[src/rtl/gpp_pkg.sv]
/*
 * gpp_pkg: register offsets, field layout, reset values and carrier types
 * for the eight-pin port.
 * Assumes a 16-bit register port addressed by byte offsets.
 */
package gpp_pkg;

  // ----------------------------------------------------------------
  // geometry
  // ----------------------------------------------------------------
  localparam int unsigned GPP_PINS   = 8;
  localparam int unsigned GPP_DATA_W = 16;
  localparam int unsigned GPP_ADDR_W = 12;

  // ----------------------------------------------------------------
  // register offsets
  // ----------------------------------------------------------------
  localparam logic [11:0] GPP_OFF_DRIVE_EN   = 12'h004;
  localparam logic [11:0] GPP_OFF_PULL_EN    = 12'h008;
  localparam logic [11:0] GPP_OFF_INPUT_EN   = 12'h00C;
  localparam logic [11:0] GPP_OFF_INPUT_SMP  = 12'h010;
  localparam logic [11:0] GPP_OFF_OUT_DATA   = 12'h014;
  localparam logic [11:0] GPP_OFF_OUT_SET    = 12'h018;
  localparam logic [11:0] GPP_OFF_OUT_CLEAR  = 12'h01C;
  localparam logic [11:0] GPP_OFF_OUT_TOGGLE = 12'h020;

  // ----------------------------------------------------------------
  // fields and reset values
  // ----------------------------------------------------------------
  localparam int unsigned GPP_FIELD_LSB = 0;
  localparam logic [7:0]  GPP_RST_FIELD = 8'h00;
  localparam logic [15:0] GPP_RST_WORD  = 16'h0000;
  localparam logic [7:0]  GPP_RSVD_HI   = 8'h00;

  // ----------------------------------------------------------------
  // carriers
  // ----------------------------------------------------------------
  typedef struct packed {
    logic        wr;
    logic        rd;
    logic [11:0] addr;
    logic [15:0] wdata;
  } gpp_req_t;

  typedef struct packed {
    logic [7:0] out_o;
    logic [7:0] oe_n;
    logic [7:0] pull;
    logic [7:0] in_en;
  } gpp_pad_t;

endpackage : gpp_pkg

[src/rtl/gpp_out_bit.sv]
/*
 * gpp_out_bit: next value of one output data bit from direct, set,
 * clear and toggle writes.
 * Assumes at most one write strobe is high in a cycle.
 */
module gpp_out_bit
  import gpp_pkg::*;
(
  input  wire logic cur,
  input  wire logic wr_data,
  input  wire logic wr_set,
  input  wire logic wr_clr,
  input  wire logic wr_tgl,
  input  wire logic wbit,
  output logic      nxt
);

  // ----------------------------------------------------------------
  // update
  // ----------------------------------------------------------------
  always_comb begin
    nxt = cur;
    if (wr_data) begin
      nxt = wbit;
    end else if (wr_set && wbit) begin
      nxt = 1'b1;
    end else if (wr_clr && wbit) begin
      nxt = 1'b0;
    end else if (wr_tgl && wbit) begin
      nxt = ~cur;
    end
  end

endmodule : gpp_out_bit

[src/rtl/gpp_in_bit.sv]
/*
 * gpp_in_bit: registered sample of one pin, gated by its input path.
 * Assumes pin levels are synchronous to sys_clk.
 */
module gpp_in_bit
  import gpp_pkg::*;
(
  input  wire logic sys_clk,
  input  wire logic resetn,
  input  wire logic pin,
  input  wire logic in_en,
  output logic      smp_q
);

  // ----------------------------------------------------------------
  // sample
  // ----------------------------------------------------------------
  always_ff @(posedge sys_clk or negedge resetn) begin
    if (!resetn) begin
      smp_q <= 1'b0;
    end else begin
      smp_q <= pin & in_en;
    end
  end

endmodule : gpp_in_bit

[src/rtl/gpp_port.sv]
/*
 * gpp_port: eight-pin general-purpose port with pull, input path, drive
 * enable and output data registers plus set, clear and toggle writes.
 * Assumes a one-cycle strobe register port, read data one cycle later,
 * pins synchronous to sys_clk, pads resolved outside.
 */
// The plain strobed port was decided locally.
// Overview of operation
// - each pull enable bit turns its pin's pull resistor on or off.
// - each input path bit connects or disconnects its pin's input.
// - input sample register returns the registered pin level when enabled.
// - a disabled input path reads as zero whatever the pin.
// - output data bit one drives pin high, zero drives low.
// - set register ones force outputs high, zeros leave them.
// - clear register ones force outputs low, zeros leave them.
// - toggle register ones invert outputs, zeros leave them.
// - all registers reset to zero; upper eight bits read zero.
// - pin is driven only while its drive enable bit is one.
module gpp_port
  import gpp_pkg::*;
#(
  parameter int unsigned PINS = GPP_PINS
)(
  input  wire logic                  sys_clk,
  input  wire logic                  resetn,
  input  wire logic [GPP_ADDR_W-1:0] reg_addr,
  input  wire logic [GPP_DATA_W-1:0] reg_wdata,
  input  wire logic                  reg_wr,
  input  wire logic                  reg_rd,
  output logic      [GPP_DATA_W-1:0] reg_rdata,
  input  wire logic [PINS-1:0]       port_pin_in,
  output logic      [PINS-1:0]       port_pin_out,
  output logic      [PINS-1:0]       port_pin_oe_n,
  output logic      [PINS-1:0]       pull_enable_bits,
  output logic      [PINS-1:0]       input_path_bits
);

  // ----------------------------------------------------------------
  // parameter check
  // ----------------------------------------------------------------
  if (PINS != GPP_PINS) begin : g_bad_pins
    $error("gpp_port serves exactly eight pins");
  end

  // ----------------------------------------------------------------
  // request decode
  // ----------------------------------------------------------------
  gpp_req_t   req;
  logic       wr_drive;
  logic       wr_pull;
  logic       wr_inen;
  logic       wr_data;
  logic       wr_set;
  logic       wr_clr;
  logic       wr_tgl;

  assign req      = '{wr: reg_wr, rd: reg_rd, addr: reg_addr, wdata: reg_wdata};
  assign wr_drive = req.wr && (req.addr == GPP_OFF_DRIVE_EN);
  assign wr_pull  = req.wr && (req.addr == GPP_OFF_PULL_EN);
  assign wr_inen  = req.wr && (req.addr == GPP_OFF_INPUT_EN);
  assign wr_data  = req.wr && (req.addr == GPP_OFF_OUT_DATA);
  assign wr_set   = req.wr && (req.addr == GPP_OFF_OUT_SET);
  assign wr_clr   = req.wr && (req.addr == GPP_OFF_OUT_CLEAR);
  assign wr_tgl   = req.wr && (req.addr == GPP_OFF_OUT_TOGGLE);

  // ----------------------------------------------------------------
  // control registers
  // ----------------------------------------------------------------
  logic [7:0] drive_enable_bits_q;
  logic [7:0] pull_enable_bits_q;
  logic [7:0] input_path_bits_q;
  logic [7:0] out_data_q;
  logic [7:0] out_data_d;
  logic [7:0] smp_q;
  gpp_pad_t   pad;

  always_ff @(posedge sys_clk or negedge resetn) begin
    if (!resetn) begin
      drive_enable_bits_q <= GPP_RST_FIELD;
    end else if (wr_drive) begin
      drive_enable_bits_q <= req.wdata[7:0];
    end
  end

  always_ff @(posedge sys_clk or negedge resetn) begin
    if (!resetn) begin
      pull_enable_bits_q <= GPP_RST_FIELD;
    end else if (wr_pull) begin
      pull_enable_bits_q <= req.wdata[7:0];
    end
  end

  always_ff @(posedge sys_clk or negedge resetn) begin
    if (!resetn) begin
      input_path_bits_q <= GPP_RST_FIELD;
    end else if (wr_inen) begin
      input_path_bits_q <= req.wdata[7:0];
    end
  end

  always_ff @(posedge sys_clk or negedge resetn) begin
    if (!resetn) begin
      out_data_q <= GPP_RST_FIELD;
    end else begin
      out_data_q <= out_data_d;
    end
  end

  // ----------------------------------------------------------------
  // per-pin logic
  // ----------------------------------------------------------------
  for (genvar i = 0; i < GPP_PINS; i++) begin : g_pin
    gpp_out_bit u_out (
      .cur     (out_data_q[i]),
      .wr_data (wr_data),
      .wr_set  (wr_set),
      .wr_clr  (wr_clr),
      .wr_tgl  (wr_tgl),
      .wbit    (req.wdata[i]),
      .nxt     (out_data_d[i])
    );
    gpp_in_bit u_in (
      .sys_clk (sys_clk),
      .resetn  (resetn),
      .pin     (port_pin_in[i]),
      .in_en   (input_path_bits_q[i]),
      .smp_q   (smp_q[i])
    );
  end

  // ----------------------------------------------------------------
  // pad outputs
  // ----------------------------------------------------------------
  always_comb begin
    pad.out_o = out_data_d;
    pad.oe_n  = ~(wr_drive ? req.wdata[7:0] : drive_enable_bits_q);
    pad.pull  = wr_pull ? req.wdata[7:0] : pull_enable_bits_q;
    pad.in_en = wr_inen ? req.wdata[7:0] : input_path_bits_q;
  end

  always_ff @(posedge sys_clk or negedge resetn) begin
    if (!resetn) begin
      port_pin_out     <= GPP_RST_FIELD;
      port_pin_oe_n    <= ~GPP_RST_FIELD;
      pull_enable_bits <= GPP_RST_FIELD;
      input_path_bits  <= GPP_RST_FIELD;
    end else begin
      port_pin_out     <= pad.out_o;
      port_pin_oe_n    <= pad.oe_n;
      pull_enable_bits <= pad.pull;
      input_path_bits  <= pad.in_en;
    end
  end

  // ----------------------------------------------------------------
  // read data
  // ----------------------------------------------------------------
  logic [7:0] rd_field;

  always_comb begin
    rd_field = GPP_RST_FIELD;
    unique case (req.addr)
      GPP_OFF_DRIVE_EN:   rd_field = drive_enable_bits_q;
      GPP_OFF_PULL_EN:    rd_field = pull_enable_bits_q;
      GPP_OFF_INPUT_EN:   rd_field = input_path_bits_q;
      GPP_OFF_INPUT_SMP:  rd_field = smp_q;
      GPP_OFF_OUT_DATA:   rd_field = out_data_q;
      GPP_OFF_OUT_SET:    rd_field = GPP_RST_FIELD;
      GPP_OFF_OUT_CLEAR:  rd_field = GPP_RST_FIELD;
      GPP_OFF_OUT_TOGGLE: rd_field = GPP_RST_FIELD;
      default:            rd_field = GPP_RST_FIELD;
    endcase
  end

  always_ff @(posedge sys_clk or negedge resetn) begin
    if (!resetn) begin
      reg_rdata <= GPP_RST_WORD;
    end else if (req.rd) begin
      reg_rdata <= {GPP_RSVD_HI, rd_field};
    end else begin
      reg_rdata <= GPP_RST_WORD;
    end
  end

  // ----------------------------------------------------------------
  // checks
  // ----------------------------------------------------------------
  property p_pull_follow;
    @(posedge sys_clk) disable iff (!resetn)
      wr_pull |=> (pull_enable_bits == $past(reg_wdata[7:0]));
  endproperty
  a_pull_follow: assert property (p_pull_follow) else $error("pull bits not applied");

  property p_inen_follow;
    @(posedge sys_clk) disable iff (!resetn)
      wr_inen |=> (input_path_bits == $past(reg_wdata[7:0]));
  endproperty
  a_inen_follow: assert property (p_inen_follow) else $error("input path bits not applied");

  property p_smp_read;
    @(posedge sys_clk) disable iff (!resetn)
      (reg_rd && reg_addr == GPP_OFF_INPUT_SMP) |=> (reg_rdata[7:0] == $past(smp_q));
  endproperty
  a_smp_read: assert property (p_smp_read) else $error("sample read wrong");

  property p_smp_gated;
    @(posedge sys_clk) disable iff (!resetn)
      1'b1 |=> ((smp_q & ~$past(input_path_bits_q)) == 8'h00);
  endproperty
  a_smp_gated: assert property (p_smp_gated) else $error("disabled input not zero");

  property p_data_write;
    @(posedge sys_clk) disable iff (!resetn)
      wr_data |=> (port_pin_out == $past(reg_wdata[7:0]));
  endproperty
  a_data_write: assert property (p_data_write) else $error("data write not on pins");

  property p_set;
    @(posedge sys_clk) disable iff (!resetn)
      wr_set |=> (out_data_q == ($past(out_data_q) | $past(reg_wdata[7:0])));
  endproperty
  a_set: assert property (p_set) else $error("set write wrong");

  property p_clr;
    @(posedge sys_clk) disable iff (!resetn)
      wr_clr |=> (out_data_q == ($past(out_data_q) & ~$past(reg_wdata[7:0])));
  endproperty
  a_clr: assert property (p_clr) else $error("clear write wrong");

  property p_tgl;
    @(posedge sys_clk) disable iff (!resetn)
      wr_tgl |=> (port_pin_out == ($past(out_data_q) ^ $past(reg_wdata[7:0])));
  endproperty
  a_tgl: assert property (p_tgl) else $error("toggle write wrong");

  property p_rsvd_zero;
    @(posedge sys_clk) disable iff (!resetn)
      reg_rdata[15:8] == 8'h00;
  endproperty
  a_rsvd_zero: assert property (p_rsvd_zero) else $error("reserved bits not zero");

  property p_drive;
    @(posedge sys_clk) disable iff (!resetn)
      wr_drive |=> (port_pin_oe_n == ~$past(reg_wdata[7:0]));
  endproperty
  a_drive: assert property (p_drive) else $error("drive enable wrong");

  property p_out_read;
    @(posedge sys_clk) disable iff (!resetn)
      (reg_rd && reg_addr == GPP_OFF_OUT_DATA) |=> (reg_rdata[7:0] == $past(out_data_q));
  endproperty
  a_out_read: assert property (p_out_read) else $error("output data read wrong");

  property p_wo_read;
    @(posedge sys_clk) disable iff (!resetn)
      (reg_rd && (reg_addr == GPP_OFF_OUT_SET || reg_addr == GPP_OFF_OUT_CLEAR ||
                  reg_addr == GPP_OFF_OUT_TOGGLE)) |=> (reg_rdata == 16'h0000);
  endproperty
  a_wo_read: assert property (p_wo_read) else $error("write-only reg not zero");

  property p_rdata_idle;
    @(posedge sys_clk) disable iff (!resetn)
      !reg_rd |=> (reg_rdata == 16'h0000);
  endproperty
  a_rdata_idle: assert property (p_rdata_idle) else $error("read data not zero when idle");

  property p_drive_read;
    @(posedge sys_clk) disable iff (!resetn)
      (reg_rd && reg_addr == GPP_OFF_DRIVE_EN) |=> (reg_rdata[7:0] == $past(drive_enable_bits_q));
  endproperty
  a_drive_read: assert property (p_drive_read) else $error("drive enable read wrong");

  property p_pull_read;
    @(posedge sys_clk) disable iff (!resetn)
      (reg_rd && reg_addr == GPP_OFF_PULL_EN) |=> (reg_rdata[7:0] == $past(pull_enable_bits_q));
  endproperty
  a_pull_read: assert property (p_pull_read) else $error("pull enable read wrong");

  property p_inen_read;
    @(posedge sys_clk) disable iff (!resetn)
      (reg_rd && reg_addr == GPP_OFF_INPUT_EN) |=> (reg_rdata[7:0] == $past(input_path_bits_q));
  endproperty
  a_inen_read: assert property (p_inen_read) else $error("input path read wrong");

  property p_smp_level;
    @(posedge sys_clk) disable iff (!resetn)
      1'b1 |=> (smp_q == ($past(port_pin_in) & $past(input_path_bits_q)));
  endproperty
  a_smp_level: assert property (p_smp_level) else $error("pin sample wrong");

  property p_out_hold;
    @(posedge sys_clk) disable iff (!resetn)
      !(wr_data || wr_set || wr_clr || wr_tgl) |=> $stable(port_pin_out);
  endproperty
  a_out_hold: assert property (p_out_hold) else $error("output moved without write");

  property p_pins_match;
    @(posedge sys_clk) disable iff (!resetn)
      port_pin_out == out_data_q;
  endproperty
  a_pins_match: assert property (p_pins_match) else $error("pins differ from output data");

  property p_oe_match;
    @(posedge sys_clk) disable iff (!resetn)
      port_pin_oe_n == ~drive_enable_bits_q;
  endproperty
  a_oe_match: assert property (p_oe_match) else $error("drive enable pins differ");

  property p_pull_match;
    @(posedge sys_clk) disable iff (!resetn)
      (pull_enable_bits == pull_enable_bits_q) && (input_path_bits == input_path_bits_q);
  endproperty
  a_pull_match: assert property (p_pull_match) else $error("pull or path pins differ");

endmodule : gpp_port

[config.mk]
export PLATFORM = sky130hd
export DESIGN_NAME = gpp_port
export DESIGN_NICKNAME = d
export VERILOG_FILES = /design/src/rtl/gpp_pkg.sv /design/src/rtl/gpp_out_bit.sv /design/src/rtl/gpp_in_bit.sv /design/src/rtl/gpp_port.sv
export SDC_FILE = /design/constraint.sdc
export NUM_CORES = 1
export LEC_CHECK = 0
export BUFFER_PORTS_ARGS = -buffer_cell sky130_fd_sc_hd__buf_4
export CORE_UTILIZATION = 51
export CTS_CLUSTER_DIAMETER = 40
export DETAILED_ROUTE_END_ITERATION = 12
export PLACE_DENSITY = 0.84
export SLEW_MARGIN = 20
export SYNTH_ARGS = -nofsm -noshare
export SYNTH_HDL_FRONTEND = slang
export SYNTH_SLANG_ARGS = --single-unit
[constraint.sdc]
create_clock -name sys_clk -period 1.7 [get_ports sys_clk]
set_input_delay 0.085 -clock sys_clk [delete_from_list [all_inputs] [get_ports sys_clk]]
set_output_delay 0.085 -clock sys_clk [all_outputs]
set_load 0.1 [all_outputs]
==> flow_summary.json <==
{
  "height_of_the_die_um": 76.3,
  "cts_buffer_depth": 2,
  "power_per_cell_area_nw_per_um2": 724,
  "unrepaired_setup_endpoints_after_global_routing": "no",
  "outcome": "completed",
  "timing.fmax_ghz": 0.669,
  "path_max_fanout": 4,
  "core_area_sq_um": 5200,
  "finalCriticalPeriod_ns": 1.49,
  "cts.root.buffer_cell": "sky130_fd_sc_hd__clkbuf_8",
  "post-route-period-util_pct": 87.9,
  "clkSlewWorstSetupHoldPaths_ns": 0.09,
  "async_flop_share_pct": 100,
  "timing_worst_setup_path_type": "flop to flop",
  "p_seq_share_pct": 51.1,
  "globalRouteTotalUtil_pct": 23.0,
  "netlist_top_cells_count": "48 x sky130_fd_sc_hd__dfrtp_1, 24 x sky130_fd_sc_hd__buf_4, 16 x sky130_fd_sc_hd__mux2_2",
  "cts_inserted_buffers": 5,
  "fin_cells": 390,
  "grt_first_pass_wirelength_um": 10400,
  "fillerInstances": 399,
  "transition_time_at_the_pin_with_the_least_slew_margin_ns": 0.676,
  "synth.area.top_cells": "sky130_fd_sc_hd__dfrtp_1 43%, sky130_fd_sc_hd__dfstp_2 7.5%, sky130_fd_sc_hd__buf_4 6.4%, sky130_fd_sc_hd__mux2_2 6.4%, sky130_fd_sc_hd__mux2i_1 4.3%",
  "synth.yosys.warnings": 0,
  "tritoncts_num_sinks": 56,
  "design.die.area_sq_um": 5830,
  "syn_area_sq_um": 2820,
  "cp-end-kind": "flop",
  "dp_hpwl_um": 4470,
  "ant_nets": 0,
  "synth.distinct_cells": 41,
  "power.ir.vdd_worst_uv": 491,
  "num_rows": 26,
  "floorplan.initialDensity_pct": 54.2,
  "drt_first_iter_violations": 169,
  "grt_start_max_net_pins": 57,
  "final_critical_path_setup_slack_ns": 0.206,
  "top_level_ports": 88,
  "drt_pre_antenna_iters": 4,
  "register_area_sq_um": 1410,
  "comb_power_share_pct": 13.8,
  "place_area_sq_um": 3420,
  "clock_insertion_delay_worst_skew_ns": 0.30,
  "relSlewSlack_pct": 54.9,
  "route.detailed.wl_per_inst_um": 16.6,
  "final-hold-violation-count": 0,
  "drt_via_density": 5.51,
  "totalWireLength_um": 6490,
  "layout-drive-gt1-share_pct": 44.4,
  "clock_skew_ns": 0.00373,
  "area_occupied_by_multi_input_gates_sq_um": 1180,
  "floorplan.die.width_um": 76.3,
  "netSwitchingFraction_pct": 25.2,
  "worst_hold_slack_ns": 0.00542,
  "placedCellCount": 372,
  "startpoint_type": "flop",
  "setup-violations-final": 0,
  "synth-edff-count": 0,
  "post_cts_resized": 0,
  "worst-endpoint-arrival_ns": 1.71,
  "critical_path_required_ns": 1.92,
  "detailed_route_via_count": 2147,
  "maxSlewViolCount": 0,
  "synth.largest_area_cell": "sky130_fd_sc_hd__dfrtp_1",
  "yosys.area.top_type_share_pct": 42.6,
  "stdcell_area_sq_um": 3650,
  "antennaDiodeCount": 0,
  "final_net_count": 359,
  "grt-ovfl-total": 0,
  "worst_hold_path_type": "input pin to flop",
  "ys_seq_elements": 56,
  "setup.reg_to_reg.worst_slack_ns": 0.21,
  "htreeDepth": 2,
  "net-switching-power_uw": 665,
  "post-place-ws_ns": -0.0354,
  "syn_avg_cell_area_sq_um": 12.1,
  "port_buffers": 71,
  "synth_top_flop_cell": "sky130_fd_sc_hd__dfrtp_1",
  "detail_route.drc_violations": 0,
  "tritoncts": "yes",
  "postCtsSetupBuffers": 0,
  "synth_most_common_cell": "sky130_fd_sc_hd__dfrtp_1",
  "place.gp.congestion": 0.824,
  "synthToLayoutAreaGrowth_pct": 29.5,
  "power.share.clock_pct": 35.0,
  "register_area_share_after_synthesis_pct": 50.1,
  "power_report.internal_total_uw": 1980,
  "grt_pass1_vias": 2099,
  "p_leak_uw": 0.00187,
  "grt_antenna_before_repair": 0,
  "post_synth_inst_count": 233,
  "drv.max_cap_violation_count": 0
}
power groups by stage:
stage	Clock, uW	Sequential (uW)	Combinational (uW)
after floorplan	0	1390	214
after global placement	0	1380	340
after detailed placement	0	1380	345
after CTS	934	1350	363
after global routing	988	1350	386
final	927	1350	366
what timing repair did:
| item | CTS | global route |
|---|---|---|
| hold endpoints to repair | 56 | 1 |
| hold buffers | 9 | 1 |
| endpoints found under the setup margin | 0 | 0 |
cells by family after synthesis:
family,share of synthesized area [%]
multiplexers,14.9
flip-flops,50.1
other,0.133
AO/OA/AOI/OAI,11.8
AND/OR/NAND/NOR,14.0
buffers and inverters,9.14
state kept, by name, summed over array words and instances, names as in the netlist:
name,flops
drive_enable_bits_q,8
g_pin.u_in.smp_q,8
input_path_bits,8
port_pin_oe_n,8
port_pin_out,8
pull_enable_bits,8
reg_rdata,8
layout make-up:
class	count	share of cell area (%)
Inverter	10	1.03
Multi-Input combinational cell	143	32.2
Timing Repair Buffer	103	22.2
Clock buffer	7	2.64
Tap cell	70	2.40
Sequential cell	56	38.7
Clock inverter	1	0.823
critical path, cell delays in order (launching register included):
cell,delay [ns]
sky130_fd_sc_hd__dfrtp_1,0.42
sky130_fd_sc_hd__or4b_2,0.61
sky130_fd_sc_hd__nand2_1,0.08
sky130_fd_sc_hd__a21boi_0,0.08
sky130_fd_sc_hd__o31ai_1,0.22
per-stage QoR:
stage               total power [uW]  TNS (ns)  utilization, %
finish                          2640         0            70.1
global route                    2730         0            70.1
floorplan                       1600         0               -
detailed placement              1720    -0.173            65.8
global placement                1720    -0.119            65.8
CTS                             2650         0            69.9
layout by cell type (no fill, tap or decap), types with 2 or more instances in the layout:
cell type and n:
sky130_fd_sc_hd__o211ai_1 9, sky130_fd_sc_hd__mux2_2 16, sky130_fd_sc_hd__nor2_1 13, sky130_fd_sc_hd__dlygate4sd3_1 10, sky130_fd_sc_hd__and2_1 8, sky130_fd_sc_hd__dfrtp_1 48, sky130_fd_sc_hd__dfstp_2 8, sky130_fd_sc_hd__nand3_1 8
sky130_fd_sc_hd__mux2_4 8, sky130_fd_sc_hd__nand3b_1 5, sky130_fd_sc_hd__conb_1 8, sky130_fd_sc_hd__inv_1 10, sky130_fd_sc_hd__a21oi_1 4, sky130_fd_sc_hd__a32oi_1 8, sky130_fd_sc_hd__o311ai_0 4, sky130_fd_sc_hd__nand4b_1 4
sky130_fd_sc_hd__or4b_2 2, sky130_fd_sc_hd__buf_4 92, sky130_fd_sc_hd__nand2_1 3, sky130_fd_sc_hd__a21o_1 5, sky130_fd_sc_hd__clkbuf_8 7, sky130_fd_sc_hd__mux2i_1 12, sky130_fd_sc_hd__nor2b_1 2, sky130_fd_sc_hd__o22a_1 8
layer usage:
metal | up-vias | share of wire (%) | GRT usage, %
li1 | 995 | - | -
met1 | 1044 | 43 | 31.8
met2 | 101 | 48 | 37.0
met3 | 7 | 6.9 | 3.95
met4 | 0 | 1.6 | 6.73
met5 | - | 0 | 0
worst paths after layout:
| check | from | endpoint | cells after the start |
|---|---|---|---|
| max in group asynchronous | resetn | reg_rdata[4] | 2 |
| min in group asynchronous | resetn | reg_rdata[3] | 2 |
| max reg2reg | port_pin_out[0] | port_pin_out[0] | 4 |
| min reg2reg | drive_enable_bits_q[3] | port_pin_oe_n[3] | 1 |
| max | port_pin_out[0] | port_pin_out[0] | 4 |
| min | port_pin_in[4] | g_pin[4].u_in.smp_q | 2 |
No activity file was read; power rests on OpenSTA's default activity.
